===== config.mk =====
export PLATFORM = sky130hd
export DESIGN_NAME = cpcsr_regs
export DESIGN_NICKNAME = d
export VERILOG_FILES = /design/src/cpcsr_pkg.sv /design/src/cpcsr_regs.sv
export SDC_FILE = /design/constraint.sdc
export NUM_CORES = 1
export LEC_CHECK = 0
export ABC_AREA = 1
export CORE_MARGIN = 1.5
export CORE_UTILIZATION = 50
export CTS_CLUSTER_SIZE = 40
export DETAILED_ROUTE_END_ITERATION = 12
export DONT_BUFFER_PORTS = 1
export GPL_TIMING_DRIVEN = 0
export HOLD_SLACK_MARGIN = 0.12
export PLACE_DENSITY = 0.67
export SLEW_MARGIN = 20
export SYNTH_ARGS = -nofsm -noshare
export SYNTH_HDL_FRONTEND = slang
export SYNTH_SLANG_ARGS = --single-unit
export TNS_END_PERCENT = 100

===== constraint.sdc =====
create_clock -name clk_i -period 3 [get_ports clk_i]
set_clock_uncertainty 0.05 [all_clocks]
set_input_delay 0.15 -clock clk_i [delete_from_list [all_inputs] [get_ports clk_i]]
set_output_delay 0.15 -clock clk_i [all_outputs]
set_load 0.01 [all_outputs]

===== src/cpcsr_pkg.sv =====
package cpcsr_pkg;
  // word indices, byte address is four times the index
  localparam logic [5:0] IDX_BASIC = 6'h00;
  localparam logic [5:0] IDX_CTRL = 6'h10;
  localparam logic [5:0] IDX_STAT = 6'h11;
  localparam logic [5:0] IDX_IRQ_STAT = 6'h14;
  localparam logic [5:0] IDX_IRQ_CLR = 6'h15;
  localparam logic [5:0] IDX_IRQ_EN = 6'h16;
  // basic control fields
  localparam int BASIC_SW_RESET = 15;
  localparam int BASIC_AN_EN = 12;
  localparam int BASIC_PD = 11;
  localparam int BASIC_AN_RESTART = 9;
  localparam logic [15:0] BASIC_RESET = 16'h1000;
  localparam logic [15:0] BASIC_STORE_MASK = 16'h1800;
  // copper control fields
  localparam int CTRL_LINK_PULSE_DIS = 15;
  localparam int CTRL_FORCE_LINK = 10;
  localparam int CTRL_ENERGY_HI = 9;
  localparam int CTRL_ENERGY_LO = 8;
  localparam int CTRL_NO_ACCESS = 7;
  localparam int CTRL_XOVER_HI = 6;
  localparam int CTRL_XOVER_LO = 5;
  localparam int CTRL_TX_DIS = 3;
  localparam int CTRL_PD = 2;
  localparam int CTRL_POL_DIS = 1;
  localparam int CTRL_JAB_DIS = 0;
  localparam logic [15:0] CTRL_RESET = 16'h3060;
  localparam logic [15:0] CTRL_UPDATE_MASK = 16'h7b00;
  // copper status fields
  localparam int STAT_SPEED_HI = 15;
  localparam int STAT_SPEED_LO = 14;
  localparam int STAT_DUPLEX = 13;
  localparam int STAT_PAGE = 12;
  localparam int STAT_RESOLVED = 11;
  localparam logic [1:0] SPEED_RESET = 2'h2;
  localparam logic [1:0] SPEED_1000 = 2'h2;
  localparam logic [1:0] SPEED_100 = 2'h1;
  localparam logic [1:0] SPEED_10 = 2'h0;
  localparam logic [1:0] XOVER_STRAIGHT = 2'h0;
  localparam logic [1:0] XOVER_CROSSED = 2'h1;
  localparam logic [1:0] XOVER_AUTO = 2'h3;
  // interrupt bits
  localparam int IRQ_W = 3;
  localparam int IRQ_PAGE = 0;
  localparam int IRQ_RESOLVED = 1;
  localparam int IRQ_LINK = 2;
endpackage


===== src/cpcsr_regs.sv =====
// The Wishbone slave port is this design's own decision.
`timescale 1ns/10ps
// Contract
// - forced link good reports link permanently up
// - forcing ignored at gigabit speed
// - energy field: off, receive sense, sense plus pulses
// - crossover field: straight, crossed, reserved, automatic
// - crossover change applies only at software reset
// - transmitter disable stops copper transmitter
// - leave power down only when both bits zero
// - power down exit forces reset and restart
// - polarity disable forces normal in ten megabit
// - jabber disable matters only ten half duplex
// - speed codes, reset value two
// - speed and duplex valid only when resolved
// - resolved set on completion or negotiation off
// - duplex bit one means full duplex
// - page received latches high
// - latched bit clears on read unless present
// - update fields apply on reset, restart, wake, loss
module cpcsr_regs
  import cpcsr_pkg::*;
(
  input wire logic clk_i,
  input wire logic rst_i,
  input wire logic cyc_i,
  input wire logic stb_i,
  input wire logic we_i,
  input wire logic [7:0] adr_i,
  input wire logic [3:0] sel_i,
  input wire logic [31:0] dat_i,
  output logic [31:0] dat_o,
  output logic ack_o,
  input wire logic link_raw_i,
  input wire logic [1:0] line_speed_i,
  input wire logic line_duplex_i,
  input wire logic an_complete_i,
  input wire logic page_arrived_i,
  output logic link_up_o,
  output logic tx_enable_o,
  output logic power_down_o,
  output logic sw_reset_o,
  output logic an_restart_o,
  output logic [1:0] crossed_wiring_mode_o,
  output logic energy_sense_en_o,
  output logic normal_link_pulse_periodic_o,
  output logic link_pulse_disable_o,
  output logic polarity_correct_en_o,
  output logic jabber_check_en_o,
  output logic irq_o
);

  function automatic logic hit(input logic [7:0] adr, input logic [5:0] idx);
    hit = (adr[7:2] == idx);
  endfunction

  function automatic logic [15:0] merge16(input logic [15:0] old, input logic [31:0] wd, input logic [3:0] sel);
    merge16 = {sel[1] ? wd[15:8] : old[15:8], sel[0] ? wd[7:0] : old[7:0]};
  endfunction

  logic ack_reg;
  logic [31:0] dat_reg;
  logic [15:0] basic_reg;
  logic [15:0] ctrl_reg;
  logic [15:0] ctrl_act_reg;
  logic [1:0] xover_act_reg;
  logic [1:0] speed_reg;
  logic duplex_reg;
  logic page_reg;
  logic link_up_reg;
  logic pd_reg;
  logic sw_reset_reg;
  logic an_restart_reg;
  logic [IRQ_W-1:0] irq_stat_reg;
  logic [IRQ_W-1:0] irq_en_reg;
  logic resolved_prev_reg;
  logic req;
  logic acc;
  logic wr;
  logic rd_stat;
  logic resolved;
  logic power_down_next;
  logic pd_exit;
  logic sw_reset_next;
  logic an_restart_next;
  logic link_up_next;
  logic link_loss;
  logic upd_evt;
  logic [15:0] basic_wr;
  logic [15:0] stat_word;
  logic [IRQ_W-1:0] irq_evt;
  logic [IRQ_W-1:0] irq_clr;

  // bus slave: one wait state, action at the ack edge
  assign req = cyc_i && stb_i;
  assign acc = req && ack_reg;
  assign wr = acc && we_i;
  assign rd_stat = acc && !we_i && hit(adr_i, IDX_STAT);
  assign ack_o = ack_reg;
  assign dat_o = dat_reg;

  always_ff @(posedge clk_i) begin
    if (rst_i) begin
      ack_reg <= 1'b0;
    end else begin
      ack_reg <= req && !ack_reg;
    end
  end

  // read data captured in the cycle before ack, unmapped reads zero
  always_ff @(posedge clk_i) begin
    if (rst_i) begin
      dat_reg <= 32'h0000_0000;
    end else if (req && !ack_reg) begin
      dat_reg <= 32'h0000_0000;
      if (hit(adr_i, IDX_BASIC)) begin
        dat_reg[15:0] <= basic_reg;
      end else if (hit(adr_i, IDX_CTRL)) begin
        dat_reg[15:0] <= ctrl_reg;
      end else if (hit(adr_i, IDX_STAT)) begin
        dat_reg[15:0] <= stat_word;
      end else if (hit(adr_i, IDX_IRQ_STAT)) begin
        dat_reg[IRQ_W-1:0] <= irq_stat_reg;
      end else if (hit(adr_i, IDX_IRQ_EN)) begin
        dat_reg[IRQ_W-1:0] <= irq_en_reg;
      end
    end
  end

  // basic control: self-clearing reset and restart requests
  assign basic_wr = merge16(basic_reg, dat_i, sel_i);

  always_ff @(posedge clk_i) begin
    if (rst_i) begin
      basic_reg <= BASIC_RESET;
    end else if (wr && hit(adr_i, IDX_BASIC)) begin
      basic_reg <= basic_wr & BASIC_STORE_MASK;
    end
  end

  // copper control word
  always_ff @(posedge clk_i) begin
    if (rst_i) begin
      ctrl_reg <= CTRL_RESET;
    end else if (wr && hit(adr_i, IDX_CTRL)) begin
      ctrl_reg <= merge16(ctrl_reg, dat_i, sel_i);
      ctrl_reg[CTRL_NO_ACCESS] <= 1'b0;
    end else if (sw_reset_reg) begin
      ctrl_reg[CTRL_LINK_PULSE_DIS] <= 1'b0;
    end
  end

  // power down and automatic reset on wake
  assign power_down_next = ctrl_reg[CTRL_PD] || basic_reg[BASIC_PD];
  assign pd_exit = pd_reg && !power_down_next;
  assign sw_reset_next = (wr && hit(adr_i, IDX_BASIC) && sel_i[1] && dat_i[BASIC_SW_RESET]) || pd_exit;
  assign an_restart_next = (wr && hit(adr_i, IDX_BASIC) && sel_i[1] && dat_i[BASIC_AN_RESTART]) || pd_exit;

  always_ff @(posedge clk_i) begin
    if (rst_i) begin
      pd_reg <= 1'b0;
      sw_reset_reg <= 1'b0;
      an_restart_reg <= 1'b0;
    end else begin
      pd_reg <= power_down_next;
      sw_reset_reg <= sw_reset_next;
      an_restart_reg <= an_restart_next;
    end
  end

  // link report with forced good outside gigabit
  assign link_up_next = link_raw_i || (ctrl_reg[CTRL_FORCE_LINK] && line_speed_i != SPEED_1000);
  assign link_loss = link_up_reg && !link_up_next;

  always_ff @(posedge clk_i) begin
    if (rst_i) begin
      link_up_reg <= 1'b0;
    end else begin
      link_up_reg <= link_up_next;
    end
  end

  // deferred fields take effect only on their update events
  assign upd_evt = sw_reset_reg || an_restart_reg || pd_exit || link_loss;

  always_ff @(posedge clk_i) begin
    if (rst_i) begin
      ctrl_act_reg <= CTRL_RESET & CTRL_UPDATE_MASK;
    end else if (upd_evt) begin
      ctrl_act_reg <= ctrl_reg & CTRL_UPDATE_MASK;
    end
  end

  always_ff @(posedge clk_i) begin
    if (rst_i) begin
      xover_act_reg <= XOVER_AUTO;
    end else if (sw_reset_reg) begin
      xover_act_reg <= ctrl_reg[CTRL_XOVER_HI:CTRL_XOVER_LO];
    end
  end

  // resolution and status capture
  assign resolved = an_complete_i || !basic_reg[BASIC_AN_EN];

  always_ff @(posedge clk_i) begin
    if (rst_i) begin
      speed_reg <= SPEED_RESET;
      duplex_reg <= 1'b0;
    end else if (resolved) begin
      speed_reg <= line_speed_i;
      duplex_reg <= line_duplex_i;
    end
  end

  // latched page flag, set wins over clear on read
  always_ff @(posedge clk_i) begin
    if (rst_i) begin
      page_reg <= 1'b0;
    end else if (page_arrived_i) begin
      page_reg <= 1'b1;
    end else if (rd_stat) begin
      page_reg <= 1'b0;
    end
  end

  assign stat_word = {speed_reg, duplex_reg, page_reg, resolved, 11'h000};

  // interrupts: sticky status, write one to clear, enable mask
  assign irq_evt[IRQ_PAGE] = page_arrived_i;
  assign irq_evt[IRQ_RESOLVED] = resolved && !resolved_prev_reg;
  assign irq_evt[IRQ_LINK] = link_up_reg != link_up_next;
  assign irq_clr = (wr && hit(adr_i, IDX_IRQ_CLR) && sel_i[0]) ? dat_i[IRQ_W-1:0] : '0;

  always_ff @(posedge clk_i) begin
    if (rst_i) begin
      resolved_prev_reg <= 1'b0;
    end else begin
      resolved_prev_reg <= resolved;
    end
  end

  generate
    for (genvar g = 0; g < IRQ_W; g++) begin : g_irq
      always_ff @(posedge clk_i) begin
        if (rst_i) begin
          irq_stat_reg[g] <= 1'b0;
        end else if (irq_evt[g]) begin
          irq_stat_reg[g] <= 1'b1;
        end else if (irq_clr[g]) begin
          irq_stat_reg[g] <= 1'b0;
        end
      end
    end
  endgenerate

  always_ff @(posedge clk_i) begin
    if (rst_i) begin
      irq_en_reg <= '0;
    end else if (wr && hit(adr_i, IDX_IRQ_EN) && sel_i[0]) begin
      irq_en_reg <= dat_i[IRQ_W-1:0];
    end
  end

  assign irq_o = |(irq_stat_reg & irq_en_reg);

  // line-side controls
  assign link_up_o = link_up_reg;
  assign tx_enable_o = !ctrl_reg[CTRL_TX_DIS];
  assign power_down_o = pd_reg;
  assign sw_reset_o = sw_reset_reg;
  assign an_restart_o = an_restart_reg;
  assign crossed_wiring_mode_o = xover_act_reg;
  assign energy_sense_en_o = ctrl_act_reg[CTRL_ENERGY_HI];
  assign normal_link_pulse_periodic_o = ctrl_act_reg[CTRL_ENERGY_HI] && ctrl_act_reg[CTRL_ENERGY_LO];
  assign link_pulse_disable_o = ctrl_reg[CTRL_LINK_PULSE_DIS];
  assign polarity_correct_en_o = !(ctrl_reg[CTRL_POL_DIS] && line_speed_i == SPEED_10);
  assign jabber_check_en_o = !ctrl_reg[CTRL_JAB_DIS] && line_speed_i == SPEED_10 && !line_duplex_i;

  // checks
  chk_force_link_up: assert property (@(posedge clk_i) disable iff (rst_i)
    ctrl_reg[CTRL_FORCE_LINK] && line_speed_i != SPEED_1000 |=> link_up_o)
    else $error("forced link not reported up");

  chk_force_gig_ignored: assert property (@(posedge clk_i) disable iff (rst_i)
    !link_raw_i && line_speed_i == SPEED_1000 |=> !link_up_o)
    else $error("forced link acted at gigabit");

  chk_energy_decode: assert property (@(posedge clk_i) disable iff (rst_i)
    upd_evt |=> energy_sense_en_o == $past(ctrl_reg[CTRL_ENERGY_HI]) &&
      normal_link_pulse_periodic_o == $past(ctrl_reg[CTRL_ENERGY_HI] && ctrl_reg[CTRL_ENERGY_LO]))
    else $error("energy sense decode wrong");

  chk_xover_deferred: assert property (@(posedge clk_i) disable iff (rst_i)
    !sw_reset_reg |=> $stable(crossed_wiring_mode_o))
    else $error("crossover moved without software reset");

  chk_xover_load: assert property (@(posedge clk_i) disable iff (rst_i)
    sw_reset_reg |=> crossed_wiring_mode_o == $past(ctrl_reg[CTRL_XOVER_HI:CTRL_XOVER_LO]))
    else $error("crossover not loaded at reset");

  chk_tx_disable: assert property (@(posedge clk_i) disable iff (rst_i)
    ctrl_reg[CTRL_TX_DIS] |-> !tx_enable_o)
    else $error("transmitter driven while disabled");

  chk_pd_both_zero: assert property (@(posedge clk_i) disable iff (rst_i)
    $fell(power_down_o) |-> $past(!ctrl_reg[CTRL_PD] && !basic_reg[BASIC_PD]))
    else $error("left power down with a bit set");

  chk_wake_reset: assert property (@(posedge clk_i) disable iff (rst_i)
    power_down_o && !power_down_next |=> sw_reset_o && an_restart_o)
    else $error("no reset and restart on wake");

  chk_polarity_normal: assert property (@(posedge clk_i) disable iff (rst_i)
    ctrl_reg[CTRL_POL_DIS] && line_speed_i == SPEED_10 |-> !polarity_correct_en_o)
    else $error("polarity correction while disabled");

  chk_jabber_scope: assert property (@(posedge clk_i) disable iff (rst_i)
    jabber_check_en_o |-> line_speed_i == SPEED_10 && !line_duplex_i)
    else $error("jabber active outside ten half duplex");

  chk_speed_capture: assert property (@(posedge clk_i) disable iff (rst_i)
    resolved |=> speed_reg == $past(line_speed_i) && duplex_reg == $past(line_duplex_i))
    else $error("speed or duplex not captured");

  chk_resolved_an_off: assert property (@(posedge clk_i) disable iff (rst_i)
    !basic_reg[BASIC_AN_EN] |-> stat_word[STAT_RESOLVED])
    else $error("resolved low with negotiation off");

  chk_page_latch: assert property (@(posedge clk_i) disable iff (rst_i)
    page_arrived_i |=> page_reg [*2] or (page_reg ##1 $past(rd_stat)))
    else $error("page flag not latched");

  chk_page_clear: assert property (@(posedge clk_i) disable iff (rst_i)
    rd_stat && !page_arrived_i |=> !page_reg)
    else $error("page flag not cleared on read");

  chk_update_hold: assert property (@(posedge clk_i) disable iff (rst_i)
    !upd_evt |=> $stable(ctrl_act_reg))
    else $error("deferred field changed without event");

  chk_no_access_zero: assert property (@(posedge clk_i) disable iff (rst_i)
    !ctrl_reg[CTRL_NO_ACCESS])
    else $error("no-access bit read nonzero");

  chk_ack_one_wait: assert property (@(posedge clk_i) disable iff (rst_i)
    req && !ack_o |=> ack_o ##1 !ack_o)
    else $error("ack timing wrong");

  chk_resolved_complete: assert property (@(posedge clk_i) disable iff (rst_i)
    an_complete_i |-> stat_word[STAT_RESOLVED])
    else $error("resolved low after negotiation complete");

  chk_link_loss_load: assert property (@(posedge clk_i) disable iff (rst_i)
    link_loss |=> ctrl_act_reg == $past(ctrl_reg & CTRL_UPDATE_MASK))
    else $error("deferred fields not loaded on link loss");

  chk_pulse_dis_reset: assert property (@(posedge clk_i) disable iff (rst_i)
    sw_reset_reg && !(wr && hit(adr_i, IDX_CTRL)) |=> !link_pulse_disable_o)
    else $error("link pulse disable kept over software reset");

  chk_irq_set: assert property (@(posedge clk_i) disable iff (rst_i)
    irq_evt[IRQ_PAGE] |=> irq_stat_reg[IRQ_PAGE])
    else $error("page interrupt status not set");

  chk_irq_clear: assert property (@(posedge clk_i) disable iff (rst_i)
    irq_clr[IRQ_PAGE] && !irq_evt[IRQ_PAGE] |=> !irq_stat_reg[IRQ_PAGE])
    else $error("page interrupt status not cleared");

  cov_wake: cover property (@(posedge clk_i) disable iff (rst_i) power_down_o ##1 !power_down_o);
  cov_page_read: cover property (@(posedge clk_i) disable iff (rst_i) page_reg ##1 rd_stat ##1 !page_reg);
  cov_force_link: cover property (@(posedge clk_i) disable iff (rst_i) !link_raw_i && link_up_o);
  cov_irq: cover property (@(posedge clk_i) disable iff (rst_i) irq_o);
  cov_xover_load: cover property (@(posedge clk_i) disable iff (rst_i) sw_reset_reg ##1 crossed_wiring_mode_o == XOVER_CROSSED);

endmodule // cpcsr_regs


After elaboration in Yosys (flattened, before gate mapping)
Index checks and enable logic that the tools add are counted.

storage, ports and cells
  register bits = 53
  output and inout port bits = 46
  logic and storage cells = 100

cells by class
  equal/unequal tests = 8
  mux-type cells = 18
  bitwise logic cells = 1
  reductions and logical operators = 53

operators with widths
  operator                                        number
  2-to-1 mux 16 bit                               2
  == test 6 x 5 -> 1 bit (second input constant)  5
  logical AND 1 bit                               23
  2-to-1 mux 13 bit                               1
  2-to-1 mux 3 bit                                4
  logical NOT 1 bit                               10
  2-to-1 mux 1 bit                                10
  nonzero test 2 bit                              5
  logical OR 1 bit                                8
  2-to-1 mux 8 bit                                1
  AND reduction 2 bit                             4
  logical NOT 6 bit                               1
  != test 2 bit (second input constant)           2
  bitwise AND 3 bit                               1
  OR reduction 3 bit                              1
  logical NOT 2 bit                               1
  != test 1 bit                                   1

Logic depth before layout (Yosys ltp)
  depth after elaboration = 8
  gate-level depth with buffers = 10
  gate-level depth less buffers = 9

Worst setup path before layout
OpenSTA, ideal clock, no wires.

  path type = register to register
  start point = register ack_reg (netlist: ack_o)
  end point = register ctrl_reg[4]
  setup time = 0.116 ns
  arrival time = 1.131 ns
  data required time = 2.834 ns
  path slack = 1.704 ns
  cell stages (with the launch flop) = 8
  buffers on the path = 0
  period minus slack after synthesis = 1.296 ns
  path through = dfxtp_1 -> nand3_1 -> nor2_1 -> nand2_1 -> nor2_4 -> inv_2 -> nor2_1 -> nor2_1

on the way
  word-level cells in the longest chain between the ends = 4

RTL lines
  element                               line               RTL
  start, declared                       cpcsr_regs.sv:61   logic ack_reg;
  start signal, assigned                cpcsr_regs.sv:106  ack_reg <= req && !ack_reg;
  logical AND 1 bit                     cpcsr_regs.sv:96   assign acc = req && ack_reg;
  logical AND 1 bit                     cpcsr_regs.sv:97   assign wr = acc && we_i;
  logical AND 1 bit                     cpcsr_regs.sv:145  end else if (wr && hit(adr_i, IDX_CTRL)) begin
  AND reduction 2 bit (no source line)  --
  end signal, assigned                  cpcsr_regs.sv:146  ctrl_reg <= merge16(ctrl_reg, dat_i, sel_i);
  end, declared                         cpcsr_regs.sv:64   logic [15:0] ctrl_reg;

Every way passes these cells.
A chain may end at the register's enable or synchronous reset.

==> reports/qor.yml <==
floorplan:
  rows: 24
  die_area_mm2: 0.00510
  initial_core_util_pct: 53.0
  core_mm2: 0.00441
  io_pins: 101
  fp.dieH_um: 71.4
  die_w_um: 71.4
clock_tree:
  path_clk_slew_ns: 0.10
  cts-root-buf: "clkbuf_8"
  cts_buffers: 5
  ctsResizeCount: 0
  hold_buffers: 32
  clock_path_buffers: 2
  cts_sinks: 52
  cts_setup_buffers: 0
  clk_latency_ns: 0.31
  cts_tree: "yes"
  cts_max_level: 2
critical_path:
  crit_start: "rst_i"
  start_kind: "input pin"
  cp_common_cell: "dlygate4sd3_1"
  worstSetupPathType: "input pin to flop"
  cpPeakStageDelay_ns: 0.57
  cp-end-kind: "flop"
  crit_end: "duplex_reg"
  r2r_end: "duplex_reg"
  rr_worst_depth: 6
  worstPathRequired_ns: 3.21
  critical_path_arrival_ns: 2.64
  cpMaxStageDelayCell: "dlygate4sd3_1"
  rrSetupSlack_ns: 0.93
  crit_fanout: 10
  reg2reg_from: "basic_reg[12]"
  path_cells: "dlygate4sd3_1 > buf_2 > inv_1 > buf_2 > o21ai_0 > dlygate4sd3_1 > nor2_1 > dlygate4sd3_1"
timing:
  min_period_ns: 2.43
  slew_headroom_pct: 66.8
  grt_setup_unrepaired: "no"
  setup_violations: 0
  setup_tns_ns: 0
  hold_viol: 0
  max_slew.worst_pin.slew_ns: 0.494
  fmax_ghz: 0.412
  drv_slew: 0
  min_period_over_period_pct: 80.9
power:
  vdd_drop_max_mv: 0.362
  p_int_mw: 0.958
  pwr-share-seq_pct: 56.8
  power_switching_share_pct: 24.7
  p_sw_mw: 0.315
  power_density_mw_per_mm2: 442
  power_mw: 1.27
  p_clk_share_pct: 32.8
  p_leak_nw: 1.23
  pwr-share-comb_pct: 10.4
global_routing:
  grtUsageTotal_pct: 24.0
  globalRouteMet2Util_pct: 41.4
  grt_pass1_vias: 2086
  use_met3_pct: 6.89
  antenna_found_initial: 0
  grt_max_degree: 16
  grtUsageMet1_pct: 29.3
  grt_pass1_wl_um: 9600
  grt-ovfl-total: 0
  busiest_layer: "met2"
detailed_routing:
  wire_per_inst_um: 13.6
  drtAntennaViolNets: 0
  first_pass_iters: 4
  routed_via_density: 5.11
  wl_um: 5790
  initialDrtViolationCount: 101
  remaining_drc_errors: 0
  vias: 2172
placed_design:
  dpl.hpwl_um: 4240
  place_congestion: 0.814
  io_buffers: 0
  post-place-cells: 385
synth:
  yosys_warnings: 0
  netlist_instances: 317
  yosysSeqAreaShare_pct: 44.5
  synth_area_leader_cell: "dfxtp_1"
  yosysTopAreaCellShare_pct: 44.5
  synth_seq_cells: 52
  synth.distinct_cells: 32
  synth_area_leaders: "dfxtp_1, nand2_1, nor2_1"
  synth.avg_cell_area_um2: 7.38
  synth_area_mm2: 0.00234
flow_run:
  maxCapViolations: 0
layout:
  drive_gt1_share_pct: 12.6
  layout.nets: 428
  fin_cells: 425
  area_delta_synth_final_pct: 23.0
  n_antenna_cell: 0
  fill_cells: 400
status:
  status: "finished, final reports clean"
hold_path:
  hp-class: "input pin to flop"
==> cells in the mapped netlist (all sizes together) <==
| cell | instances |
|---|---|
| clkinv | 1 |
| nor4 | 2 |
| nor3 | 2 |
| or2 | 1 |
| nor2 | 56 |
| o21ai | 27 |
| a21oi | 23 |
| nand2 | 69 |
| nand4 | 3 |
| inv | 21 |
| o211ai | 2 |
| a31oi | 2 |
| conb | 1 |
| clkbuf | 2 |
| buf | 23 |
| dfxtp | 52 |
| ha | 1 |
| nand3 | 29 |
==> power by group through the flow <==
stage                     clock [mW]  combinational, mW  sequential [mW]
after detailed placement           0             0.0944            0.738
after CTS                      0.421              0.131            0.722
final                          0.417              0.133            0.722
after global routing           0.444              0.147            0.725
after floorplan                    0             0.0794            0.735
after global placement             0             0.0930            0.738
==> logic make-up (layout without fill, tap and decap cells) <==
group / Yosys count / count (layout) / synth area share [%]
AOI/OAI and AO/OA: 54 / 54 / 12.0
other: 1 / 17 / 0.160
and+or+nand+nor: 162 / 162 / 31.9
buffers and inverters: 47 / 87 / 10.9
DFF: 52 / 52 / 44.5
adders and majority gates: 1 / 1 / 0.535
==> cells in the final DEF (no fill, tap or decap), types with 2 or more instances in the layout <==
cell type       n
buf_4          17
o211ai_1        2
a21oi_1        22
a31oi_1         2
nand3_1        27
nor2_4          4
nand4_1         3
buf_2           4
nor2_2          2
dfxtp_1        52
inv_1          19
dlygate4sd3_1  32
nor4_1          2
conb_1         17
clkbuf_8        6
o21ai_0        26
nand2_2         4
clkbuf_1        3
nand2_1        65
nor2_1         49
==> routing by layer <==
| layer | up-vias | wire (µm) |
|---|---|---|
| met5 | - | 0 |
| met4 | 0 | 58 |
| met3 | 8 | 399 |
| met2 | 68 | 2750 |
| met1 | 990 | 2580 |
| li1 | 1106 | - |
==> worst max-delay path: cells and delay by family <==
family                 cells  cell delay (ns)
buffers and inverters      6             2.28
AO/OA/AOI/OAI              1             0.12
AND/OR/NAND/NOR            1             0.09
==> through the flow <==
stage / hold slack (ns) / instance area, µm² / worst slack, ns / util, %
after floorplan: 0.213 / 2400 / 1.70 / -
after global placement: 0.215 / 2460 / 1.47 / 55.8
after detailed placement: 0.221 / 2460 / 1.43 / 55.8
after CTS: 0.123 / 2880 / 0.600 / 65.2
after global routing: 0.152 / 2880 / 0.443 / 65.2
final: 0.129 / 2880 / 0.573 / 65.2
==> layout make-up <==
cell class	instances	area, µm²	area share [%]
repair buffers	32	320	11.1
flip-flops and latches	52	1040	36.2
clock inverters	1	7.51	0.261
plain buffers	25	170	5.91
well taps	52	65.1	2.26
clock buffers	7	86.3	3.00
multi-input cells	234	1100	38.3
inverters	22	85.1	2.96
==> how the worst min path moves through the flow <==
stage          startpoint       endpoint  cells past startpoint
2_1_floorplan   dat_i[12]   ctrl_reg[12]                      2
3_3_place_gp    dat_i[13]   ctrl_reg[13]                      2
3_5_place_dp    dat_i[12]   ctrl_reg[12]                      2
4_1_cts          adr_i[5]  basic_reg[11]                      4
5_1_grt          adr_i[5]  basic_reg[11]                      4
6_report         adr_i[5]  basic_reg[11]                      4
Note: power is estimated with default switching activity, not from simulation.
